## src/lcim_map.svh

```systemverilog
// Address map, field positions, reset values and timing counts of the block
`ifndef LCIM_MAP_SVH
`define LCIM_MAP_SVH

// Data-space layout
`define LCIM_IO_BASE        16'h0020
`define LCIM_IO_LAST        16'h005F
`define LCIM_EXT_BASE       16'h0060
`define LCIM_EXT_LAST       16'h00FF
`define LCIM_IO_WIDTH       6

// Sub-ranges inside the extended window
`define LCIM_PCHG_FIRST     16'h006B
`define LCIM_PCHG_LAST      16'h006C
`define LCIM_T2FLAG_FIRST   16'h007C
`define LCIM_T2FLAG_LAST    16'h007D
`define LCIM_T2_FIRST       16'h0080
`define LCIM_T2_LAST        16'h008B

// Baud high-byte registers, fixed I/O numbers
`define LCIM_BAUD0_IO       6'h20
`define LCIM_BAUD1_IO       6'h3C

// Register bus offsets
`define LCIM_ADDR_W         12
`define LCIM_OFF_STATUS     12'h000
`define LCIM_OFF_CTRL       12'h004
`define LCIM_OFF_HITS       12'h008

// Field positions
`define LCIM_ST_COMPAT      0
`define LCIM_ST_LOCKED      1
`define LCIM_ST_FUSE        2
`define LCIM_CT_CNTEN       0
`define LCIM_CT_CLR         1

// Reset values and timing
`define LCIM_CTRL_RST       1'b1
`define LCIM_SETTLE_CYC     3'h4
`define LCIM_RESP_OKAY      2'h0
`define LCIM_RESP_SLVERR    2'h2

`endif

```

## src/lcim_pkg.sv

```systemverilog
// Types shared by the compatibility map block
`default_nettype none
`include "lcim_map.svh"
package lcim_pkg;

    // Fuse capture sequence, Gray-coded along its path
    typedef enum logic [1:0] {
        LCIM_WAIT   = 2'b00,
        LCIM_SETTLE = 2'b01,
        LCIM_LOCKED = 2'b11
    } lcim_state_t;

    // Where an access lands
    typedef enum logic [2:0] {
        LCIM_TGT_NONE = 3'h0,
        LCIM_TGT_REGF = 3'h1,
        LCIM_TGT_IO   = 3'h2,
        LCIM_TGT_EXT  = 3'h3,
        LCIM_TGT_RAM  = 3'h4
    } lcim_target_t;

    // Access request from the load/store path
    typedef struct packed {
        logic        valid;
        logic        dataSpace;   // 1: load/store, 0: port-style
        logic        write;
        logic [15:0] addr;
    } lcim_req_t;

    // Registered decode answer
    typedef struct packed {
        logic                          valid;
        logic                          write;
        lcim_target_t                  target;
        logic [`LCIM_IO_WIDTH-1:0]     ioNum;
        logic [15:0]                   addr;
        logic                          baudHighCh0;
        logic                          baudHighCh1;
        logic                          secondTimerSel;
        logic                          pinChangeSel;
    } lcim_dec_t;

    // Feature gates
    typedef struct packed {
        logic extVectors;
        logic wdtTimedSeq;
        logic rxDoubleBuf;
        logic pinChange;
        logic secondTimer;
    } lcim_feat_t;

endpackage : lcim_pkg
`default_nettype wire

```

## src/lcim_sync3.sv

```systemverilog
// Three-stage synchroniser with agreement on the last two stages
`timescale 1ns/1ns
`default_nettype none
module lcim_sync3
(
    // Clock and reset
    input  wire logic mclk,
    input  wire logic rst,
    // Asynchronous level in, agreed level out
    input  wire logic asyncIn,
    output var  logic syncOut
);
    import lcim_pkg::*;

    typedef struct packed {
        logic s1;
        logic s2;
        logic s3;
        logic agreed;
    } lcim_sync_t;

    lcim_sync_t sync_reg;
    lcim_sync_t sync_next;

    // Stage one only feeds stage two; the agreed value moves
    // only when stages two and three match
    always_comb
    begin
        sync_next    = sync_reg;
        sync_next.s1 = asyncIn;
        sync_next.s2 = sync_reg.s1;
        sync_next.s3 = sync_reg.s2;
        if (sync_reg.s2 == sync_reg.s3)
        begin
            sync_next.agreed = sync_reg.s3;
        end
    end

    always_ff @(posedge mclk)
    begin
        if (rst)
        begin
            sync_reg <= '0;
        end
        else
        begin
            sync_reg <= sync_next;
        end
    end

    assign syncOut = sync_reg.agreed;

endmodule : lcim_sync3
`default_nettype wire

```

## src/lcim_axil_slave.sv

```systemverilog
// AXI4-Lite slave front end turning transfers into register strobes
`timescale 1ns/1ns
`default_nettype none
module lcim_axil_slave
#(
    parameter int AW = `LCIM_ADDR_W
)
(
    // Clock and reset
    input  wire logic          mclk,
    input  wire logic          rst,
    // Write address and data
    input  wire logic [AW-1:0] s_axi_awaddr,
    input  wire logic          s_axi_awvalid,
    output var  logic          s_axi_awready,
    input  wire logic [31:0]   s_axi_wdata,
    input  wire logic [3:0]    s_axi_wstrb,
    input  wire logic          s_axi_wvalid,
    output var  logic          s_axi_wready,
    // Write response
    output var  logic [1:0]    s_axi_bresp,
    output var  logic          s_axi_bvalid,
    input  wire logic          s_axi_bready,
    // Read address and data
    input  wire logic [AW-1:0] s_axi_araddr,
    input  wire logic          s_axi_arvalid,
    output var  logic          s_axi_arready,
    output var  logic [31:0]   s_axi_rdata,
    output var  logic [1:0]    s_axi_rresp,
    output var  logic          s_axi_rvalid,
    input  wire logic          s_axi_rready,
    // Register side
    output var  logic          wrEn,
    output var  logic [AW-1:0] wrAddr,
    output var  logic [31:0]   wrData,
    output var  logic [3:0]    wrStrb,
    input  wire logic          wrErr,
    output var  logic          rdEn,
    output var  logic [AW-1:0] rdAddr,
    input  wire logic [31:0]   rdData,
    input  wire logic          rdErr
);
    import lcim_pkg::*;

    typedef struct packed {
        logic          awHeld;
        logic          wHeld;
        logic [AW-1:0] awAddr;
        logic [31:0]   wData;
        logic [3:0]    wStrb;
        logic          bValid;
        logic [1:0]    bResp;
        logic          rValid;
        logic [31:0]   rData;
        logic [1:0]    rResp;
    } lcim_axs_t;

    lcim_axs_t s_reg;
    lcim_axs_t s_next;

    // Handshakes: each channel held once, released by the answer
    assign s_axi_awready = !s_reg.awHeld;
    assign s_axi_wready  = !s_reg.wHeld;
    assign s_axi_arready = !s_reg.rValid;
    assign wrEn   = s_reg.awHeld && s_reg.wHeld && !s_reg.bValid;
    assign wrAddr = s_reg.awAddr;
    assign wrData = s_reg.wData;
    assign wrStrb = s_reg.wStrb;
    assign rdEn   = s_axi_arvalid && !s_reg.rValid;
    assign rdAddr = s_axi_araddr;

    // Capture address and data in either order, answer after both
    always_comb
    begin
        s_next = s_reg;
        if (s_axi_awvalid && !s_reg.awHeld)
        begin
            s_next.awHeld = 1'b1;
            s_next.awAddr = s_axi_awaddr;
        end
        if (s_axi_wvalid && !s_reg.wHeld)
        begin
            s_next.wHeld = 1'b1;
            s_next.wData = s_axi_wdata;
            s_next.wStrb = s_axi_wstrb;
        end
        if (wrEn)
        begin
            s_next.bValid = 1'b1;
            s_next.bResp  = wrErr ? `LCIM_RESP_SLVERR : `LCIM_RESP_OKAY;
        end
        if (s_reg.bValid && s_axi_bready)
        begin
            s_next.bValid = 1'b0;
            s_next.awHeld = 1'b0;
            s_next.wHeld  = 1'b0;
        end
        if (rdEn)
        begin
            s_next.rValid = 1'b1;
            s_next.rData  = rdData;
            s_next.rResp  = rdErr ? `LCIM_RESP_SLVERR : `LCIM_RESP_OKAY;
        end
        else if (s_reg.rValid && s_axi_rready)
        begin
            s_next.rValid = 1'b0;
        end
    end

    always_ff @(posedge mclk)
    begin
        if (rst)
        begin
            s_reg <= '0;
        end
        else
        begin
            s_reg <= s_next;
        end
    end

    assign s_axi_bvalid = s_reg.bValid;
    assign s_axi_bresp  = s_reg.bResp;
    assign s_axi_rvalid = s_reg.rValid;
    assign s_axi_rdata  = s_reg.rData;
    assign s_axi_rresp  = s_reg.rResp;

endmodule : lcim_axil_slave
`default_nettype wire

```

## src/lcim_compat_map.sv

```systemverilog
// Compatibility-fuse address decode and feature gating, top level
// Behaviour
// - Legacy I/O registers keep their addresses in the 64-location I/O space.
// - Data addresses 0x60 to 0xFF decode to extended I/O registers.
// - Extended I/O is reached by load/store only, never by port-style access.
// - Compatibility mode only when the fuse is programmed, else full features.
// - In compatibility mode the extended window decodes as plain RAM.
// - In compatibility mode extended interrupt vectors are removed.
// - In compatibility mode the watchdog timed change sequence is off.
// - In compatibility mode serial receive double buffering is off.
// - In compatibility mode pin-change interrupts are not provided.
// - In compatibility mode the second wide timer is not accessible.
// - Both baud high-byte registers keep fixed addresses in either mode.
//
// Local design decisions: the address map and register access over AXI4-Lite.
`timescale 1ns/1ns
`default_nettype none
module lcim_compat_map
#(
    parameter int AW = `LCIM_ADDR_W
)
(
    // Clock and reset
    input  wire logic                mclk,
    input  wire logic                rst,
    // Fuse strap, high when programmed
    input  wire logic                legacyCompatFuse,
    // Load/store path request and decode answer
    input  wire lcim_pkg::lcim_req_t req,
    output var  lcim_pkg::lcim_dec_t dec,
    output var  logic                mapReady,
    // Feature gates
    output var  lcim_pkg::lcim_feat_t feat,
    // AXI4-Lite write channels
    input  wire logic [AW-1:0]       s_axi_awaddr,
    input  wire logic                s_axi_awvalid,
    output var  logic                s_axi_awready,
    input  wire logic [31:0]         s_axi_wdata,
    input  wire logic [3:0]          s_axi_wstrb,
    input  wire logic                s_axi_wvalid,
    output var  logic                s_axi_wready,
    output var  logic [1:0]          s_axi_bresp,
    output var  logic                s_axi_bvalid,
    input  wire logic                s_axi_bready,
    // AXI4-Lite read channels
    input  wire logic [AW-1:0]       s_axi_araddr,
    input  wire logic                s_axi_arvalid,
    output var  logic                s_axi_arready,
    output var  logic [31:0]         s_axi_rdata,
    output var  logic [1:0]          s_axi_rresp,
    output var  logic                s_axi_rvalid,
    input  wire logic                s_axi_rready
);
    import lcim_pkg::*;

    // ********************************************************
    // State
    // ********************************************************
    typedef struct packed {
        lcim_state_t st;
        logic [2:0]  settleCnt;
        logic        compat;
        logic        locked;
        lcim_feat_t  feat;
        lcim_dec_t   dec;
        logic [15:0] hits;
        logic        cntEn;
    } lcim_top_t;

    lcim_top_t t_reg;
    lcim_top_t t_next;

    logic            fuseAgreed;
    logic            wrEn;
    logic [AW-1:0]   wrAddr;
    logic [31:0]     wrData;
    logic [3:0]      wrStrb;
    logic            wrErr;
    logic            rdEn;
    logic [AW-1:0]   rdAddr;
    logic [31:0]     rdData;
    logic            rdErr;
    logic            inIo;
    logic            inExt;
    lcim_dec_t       d;

    // ********************************************************
    // Fuse synchroniser and bus front end
    // ********************************************************
    lcim_sync3 u_fuse_sync
    (
        .mclk    (mclk),
        .rst     (rst),
        .asyncIn (legacyCompatFuse),
        .syncOut (fuseAgreed)
    );

    lcim_axil_slave #(.AW(AW)) u_bus
    (
        .mclk          (mclk),
        .rst           (rst),
        .s_axi_awaddr  (s_axi_awaddr),
        .s_axi_awvalid (s_axi_awvalid),
        .s_axi_awready (s_axi_awready),
        .s_axi_wdata   (s_axi_wdata),
        .s_axi_wstrb   (s_axi_wstrb),
        .s_axi_wvalid  (s_axi_wvalid),
        .s_axi_wready  (s_axi_wready),
        .s_axi_bresp   (s_axi_bresp),
        .s_axi_bvalid  (s_axi_bvalid),
        .s_axi_bready  (s_axi_bready),
        .s_axi_araddr  (s_axi_araddr),
        .s_axi_arvalid (s_axi_arvalid),
        .s_axi_arready (s_axi_arready),
        .s_axi_rdata   (s_axi_rdata),
        .s_axi_rresp   (s_axi_rresp),
        .s_axi_rvalid  (s_axi_rvalid),
        .s_axi_rready  (s_axi_rready),
        .wrEn          (wrEn),
        .wrAddr        (wrAddr),
        .wrData        (wrData),
        .wrStrb        (wrStrb),
        .wrErr         (wrErr),
        .rdEn          (rdEn),
        .rdAddr        (rdAddr),
        .rdData        (rdData),
        .rdErr         (rdErr)
    );

    // ********************************************************
    // Address decode
    // ********************************************************
    // Window tests on the data-space address
    assign inIo  = req.addr >= `LCIM_IO_BASE && req.addr <= `LCIM_IO_LAST;
    assign inExt = req.addr >= `LCIM_EXT_BASE && req.addr <= `LCIM_EXT_LAST;

    // Requests before the fuse is locked land nowhere, so no access
    // can see a half-settled map
    always_comb
    begin
        d        = '0;
        d.valid  = req.valid;
        d.write  = req.write;
        d.addr   = req.addr;
        d.target = LCIM_TGT_NONE;
        if (!req.valid || !t_reg.locked)
        begin
            d.target = LCIM_TGT_NONE;
        end
        else if (!req.dataSpace)
        begin
            // Port-style access sees only the 64 I/O slots
            d.target = LCIM_TGT_IO;
            d.ioNum  = req.addr[`LCIM_IO_WIDTH-1:0];
        end
        else if (req.addr < `LCIM_IO_BASE)
        begin
            d.target = LCIM_TGT_REGF;
        end
        else if (inIo)
        begin
            d.target = LCIM_TGT_IO;
            d.ioNum  = 6'(req.addr - `LCIM_IO_BASE);
        end
        else if (inExt && !t_reg.compat)
        begin
            d.target = LCIM_TGT_EXT;
            d.pinChangeSel = req.addr >= `LCIM_PCHG_FIRST &&
                             req.addr <= `LCIM_PCHG_LAST;
            d.secondTimerSel = (req.addr >= `LCIM_T2_FIRST &&
                                req.addr <= `LCIM_T2_LAST) ||
                               (req.addr >= `LCIM_T2FLAG_FIRST &&
                                req.addr <= `LCIM_T2FLAG_LAST);
        end
        else
        begin
            // Compatibility mode puts RAM back over the window
            d.target = LCIM_TGT_RAM;
        end
        // Baud high bytes sit at fixed I/O numbers in both modes
        d.baudHighCh0 = d.target == LCIM_TGT_IO &&
                        d.ioNum == `LCIM_BAUD0_IO;
        d.baudHighCh1 = d.target == LCIM_TGT_IO &&
                        d.ioNum == `LCIM_BAUD1_IO;
    end

    // ********************************************************
    // Fuse capture, gating, counters and registers
    // ********************************************************
    always_comb
    begin
        t_next     = t_reg;
        t_next.dec = d;
        case (t_reg.st)
            LCIM_WAIT:
            begin
                t_next.settleCnt = '0;
                t_next.st        = LCIM_SETTLE;
            end
            LCIM_SETTLE:
            begin
                // Let the synchroniser refill after reset before trusting it
                t_next.settleCnt = t_reg.settleCnt + 3'h1;
                if (t_reg.settleCnt == `LCIM_SETTLE_CYC)
                begin
                    t_next.compat = fuseAgreed;
                    t_next.locked = 1'b1;
                    t_next.st     = LCIM_LOCKED;
                    t_next.feat.extVectors  = !fuseAgreed;
                    t_next.feat.wdtTimedSeq = !fuseAgreed;
                    t_next.feat.rxDoubleBuf = !fuseAgreed;
                    t_next.feat.pinChange   = !fuseAgreed;
                    t_next.feat.secondTimer = !fuseAgreed;
                end
            end
            LCIM_LOCKED:
            begin
                // Nothing leaves this state but reset
                t_next.st = LCIM_LOCKED;
            end
            default:
            begin
                t_next.st = LCIM_WAIT;
            end
        endcase
        // Count window accesses; clear from software wins only if idle
        if (wrEn && wrAddr == `LCIM_OFF_CTRL && wrStrb[0])
        begin
            t_next.cntEn = wrData[`LCIM_CT_CNTEN];
            if (wrData[`LCIM_CT_CLR])
            begin
                t_next.hits = '0;
            end
        end
        if (t_reg.cntEn && req.valid && req.dataSpace && inExt &&
            t_reg.locked)
        begin
            t_next.hits = t_reg.hits + 16'h0001;
        end
    end

    always_ff @(posedge mclk)
    begin
        if (rst)
        begin
            t_reg       <= '0;
            t_reg.st    <= LCIM_WAIT;
            t_reg.cntEn <= `LCIM_CTRL_RST;
        end
        else
        begin
            t_reg <= t_next;
        end
    end

    // Register read mux; unmapped offsets answer SLVERR with zero
    always_comb
    begin
        rdData = '0;
        rdErr  = 1'b0;
        if (rdAddr == `LCIM_OFF_STATUS)
        begin
            rdData[`LCIM_ST_COMPAT] = t_reg.compat;
            rdData[`LCIM_ST_LOCKED] = t_reg.locked;
            rdData[`LCIM_ST_FUSE]   = fuseAgreed;
        end
        else if (rdAddr == `LCIM_OFF_CTRL)
        begin
            rdData[`LCIM_CT_CNTEN] = t_reg.cntEn;
        end
        else if (rdAddr == `LCIM_OFF_HITS)
        begin
            rdData[15:0] = t_reg.hits;
        end
        else
        begin
            rdErr = 1'b1;
        end
    end

    // Only the control word takes writes
    assign wrErr    = wrAddr != `LCIM_OFF_CTRL;
    assign dec      = t_reg.dec;
    assign feat     = t_reg.feat;
    assign mapReady = t_reg.locked;
endmodule : lcim_compat_map
`default_nettype wire

```

## config.mk

```make
export PLATFORM = sky130hd
export DESIGN_NAME = lcim_compat_map
export DESIGN_NICKNAME = d
export VERILOG_FILES = /design/src/lcim_pkg.sv /design/src/lcim_sync3.sv /design/src/lcim_axil_slave.sv /design/src/lcim_compat_map.sv
export VERILOG_INCLUDE_DIRS = /design/src
export SDC_FILE = /design/constraint.sdc
export NUM_CORES = 1
export LEC_CHECK = 0
export ABC_AREA = 1
export BUFFER_PORTS_ARGS = -buffer_cell sky130_fd_sc_hd__buf_4
export CAP_MARGIN = 20
export CORE_ASPECT_RATIO = 1.1
export CORE_MARGIN = 4
export CORE_UTILIZATION = 35
export DETAILED_ROUTE_END_ITERATION = 16
export PLACE_DENSITY_LB_ADDON = 0.2
export SYNTH_ARGS = -nofsm -noshare
export SYNTH_HDL_FRONTEND = slang
export SYNTH_SLANG_ARGS = --single-unit
```

## constraint.sdc

```tcl
create_clock -name mclk -period 2.22 [get_ports mclk]
set_input_delay 0.222 -clock mclk [delete_from_list [all_inputs] [get_ports mclk]]
set_output_delay 0.222 -clock mclk [all_outputs]
set_load 0.005 [all_outputs]
```

==> results by group <==
Finish
  • Share of cells above drive strength 1: 0.252
  • Max FFs per register: 31
  • Most frequent cells in the layout: buf_4 (116), nor2_1 (101), dfxtp_1 (97), nand2_1 (92), inv_1 (69)
  • Area delta synth->final: 17.3%
  • Final Net Count: around 780
  • Most common cell after layout, fill and taps aside: buf_4
  • Antenna Cells: 0
  • Fill count: between 1000 and 1500
  • FF/Latch Area: just under 0.002 mm2
  • Multi-input gate area: about 0.0019 mm2
  • Fin util: 0.417

Worst setup path
  • Critical Path Fanout Max: 5
  • Worst EP arrival: around 1.8 ns
  • CP startpoint kind: flip-flop
  • Critical Path End Type: flip-flop
  • Reg2reg start: t_reg[1]$_SDFFE_PP0P_
  • Worst Setup Path Type: flip-flop to flip-flop
  • CP startpoint: t_reg[1]$_SDFFE_PP0P_
  • WP data required: roughly 2.5 ns

STA
  • Final Hold Fails: 0
  • Slew margin rel.: 0.413
  • Final Max Slew Viols: 0
  • Setup_tns: 0 ns
  • Min Hold Slack: between 0.06 and 0.07 ns
  • Tightest Pin Transition: 0.879 ns
  • RSZ-0062 raised after global routing: no
  • Fmax: 643 MHz
  • Fin crit share: 0.701
  • Final setup fails: 0
  • Fin crit period: between 1.5 and 2 ns
  • Worst Clk Skew: approximately 0.0069 ns

Routing
  • Post-Route WL: ~10000 um
  • Drc violations: 0
  • Routed WL per cell: around 12 um
  • Vias: a little under 4000
  • Vias per inst: between 4 and 5
  • Initial DRC count: 272
  • Antenna-violating nets left: 0
  • First-pass detailed-route iteration total: 4

Die
  • Full die area: 0.0153 mm2
  • Core Area: between 0.01 and 0.015 mm2
  • # rows: 44
  • Starting Density: 0.356
  • Die Ht: about 130 um
  • Chip width: around 120 um
  • I/O pin total: roughly 170

Power
  • Pleak: 2.45 nW
  • VDD IR max: around 0.28 mV
  • Power Density: 672 mW/mm2

Synth
  • Async set-reset flop share out of synthesis: 0
  • Post-Syn Area: 0.00468 mm2
  • Post-synth cell types: 38
  • Synth Instances: 629
  • Synthesized area per cell: between 7 and 8 um2
  • FF+latch count, synth: between 90 and 100
  • Sequential share of the synthesized area: 0.415
  • Post-synth EDFFs: 0
  • YS warnings: 0
  • Most used DFF post-synth: dfxtp_1

Hold path
  • Worst Hold Launch: req[16]
  • Worst hold-check path type: input pin to flip-flop

GRT
  • First-pass GRT wire length: roughly 17000 um
  • Tot GR Track Use: 0.139
  • Largest net degree at the start of global routing: 34
  • Vias in the first global route: approximately 3800
  • Antenna violations before repair: 0
  • Grt total ovfl: 0

Clock network
  • CTS Hold Bufs: 0
  • Clock Latency Late Sink: roughly 0.35 ns
  • CTS clk-pin slew, worst paths: ~0.08 ns
  • CTS tree: yes
  • Setup Fix Bufs, Post-CTS: 0
  • H-tree levels: 3
  • Post-CTS Resized: 0
  • CTS Sinks: slightly below 100
  • Num CTS Buffers: 9
  • Clk buf depth: 2
  • CTS root buf: clkbuf_16

Run status
  • Outcome: finished, final reports clean

Place
  • GP Congestion: just over 0.8
  • Number of port buffers: approximately 110
  • Final HPWL DP: roughly 8000 um

Run
  • Max-cap violation count: 0
## Yosys cell counts, types with 2 or more instances
cell      count  share of area
buf_4        72           0.12
inv_2         5         0.0040
nor2_4        5          0.012
a21oi_2       3         0.0056
o211ai_1      3         0.0048
nand3_2       4         0.0085
inv_1        69          0.055
nor4_1        2         0.0027
o21ai_1       2         0.0021
nand3_1      42          0.045
xor2_1        2         0.0037
a211oi_1      4         0.0064
nor2_1      101          0.081
clkbuf_1      7         0.0056
nor2_2        7         0.0094
buf_6         2         0.0048
buf_2         6         0.0064
o21ai_0      21          0.022
nand2_2       8          0.011
nand2_1      92          0.074
ha_1          3         0.0080
a21oi_1      43          0.046
nor3_2        5          0.011
dfxtp_1      97           0.41
nor3_1        5         0.0053
nand4_1       7         0.0094
## layer usage
| layer | vias to the layer above | part of all wire | GRT usage |
|---|---|---|---|
| li1 | 2015 | - | - |
| met1 | 1748 | 0.46 | 0.166 |
| met2 | 123 | 0.47 | 0.238 |
| met3 | 11 | 0.064 | 0.0362 |
| met4 | 0 | 0.012 | 0.0572 |
| met5 | - | 0 | 0 |
## final timing paths
path	endpoint	slack, ns	depth (start not counted)
setup / recovery	t_reg[13]$_SDFFE_PP0P_	0.66	9
hold / removal	dec[29]$_SDFF_PP0_	0.07	3
hold reg to reg	u_fuse_sync.sync_next[1]$_SDFF_PP0_	0.41	2
setup reg to reg	t_reg[13]$_SDFFE_PP0P_	0.66	9
## critical path, cell delays in order (launching register included)
cell and delay [ns]:
dfxtp_1 0.42, ha_1 0.22, nand2_2 0.10, nor2_2 0.15, nand2_2 0.11, nor2_4 0.12, nand2_2 0.08, o21bai_2 0.10
nand2_1 0.07, a21oi_2 0.12
## kinds of logic (layout without fill, tap and decap cells)
group / after synthesis / in the layout / synth area share
AO/OA/AOI/OAI: 82 / 82 / 0.0978
XOR/XNOR: 2 / 2 / 0.00374
adder cells (fa/ha/maj): 3 / 3 / 0.00802
buffers and inverters: 162 / 206 / 0.192
flip-flops: 97 / 97 / 0.415
other: 1 / 18 / 0.000801
AND/OR/NAND/NOR: 282 / 282 / 0.283
## through the flow
stage	std cells	total power (W)	instance area (um2)	worst slack, ns
after floorplan	646	0.00208	4750	0.878
after global placement	835	0.00219	5200	0.680
after detailed placement	835	0.00219	5200	0.652
after CTS	851	0.00374	5490	0.664
after global routing	851	0.00387	5490	0.524
final	851	0.00369	5490	0.664
## layout make-up
| cell class | count | area share |
|---|---|---|
| Inverter | 74 | 0.0506 |
| Multi-Input combinational cell | 387 | 0.347 |
| Sequential cell | 97 | 0.354 |
| Tap cell | 161 | 0.0367 |
| Clock inverter | 7 | 0.0130 |
| Timing Repair Buffer | 116 | 0.159 |
| Clock buffer | 9 | 0.0410 |
## power breakdown
group,switching [W],internal [W]
Sequential,0.0000295,0.00180
Clock,0.000744,0.000796
Combinational,0.000176,0.000149
Total,0.000949,0.00274
(Power assumes the default switching activity.)
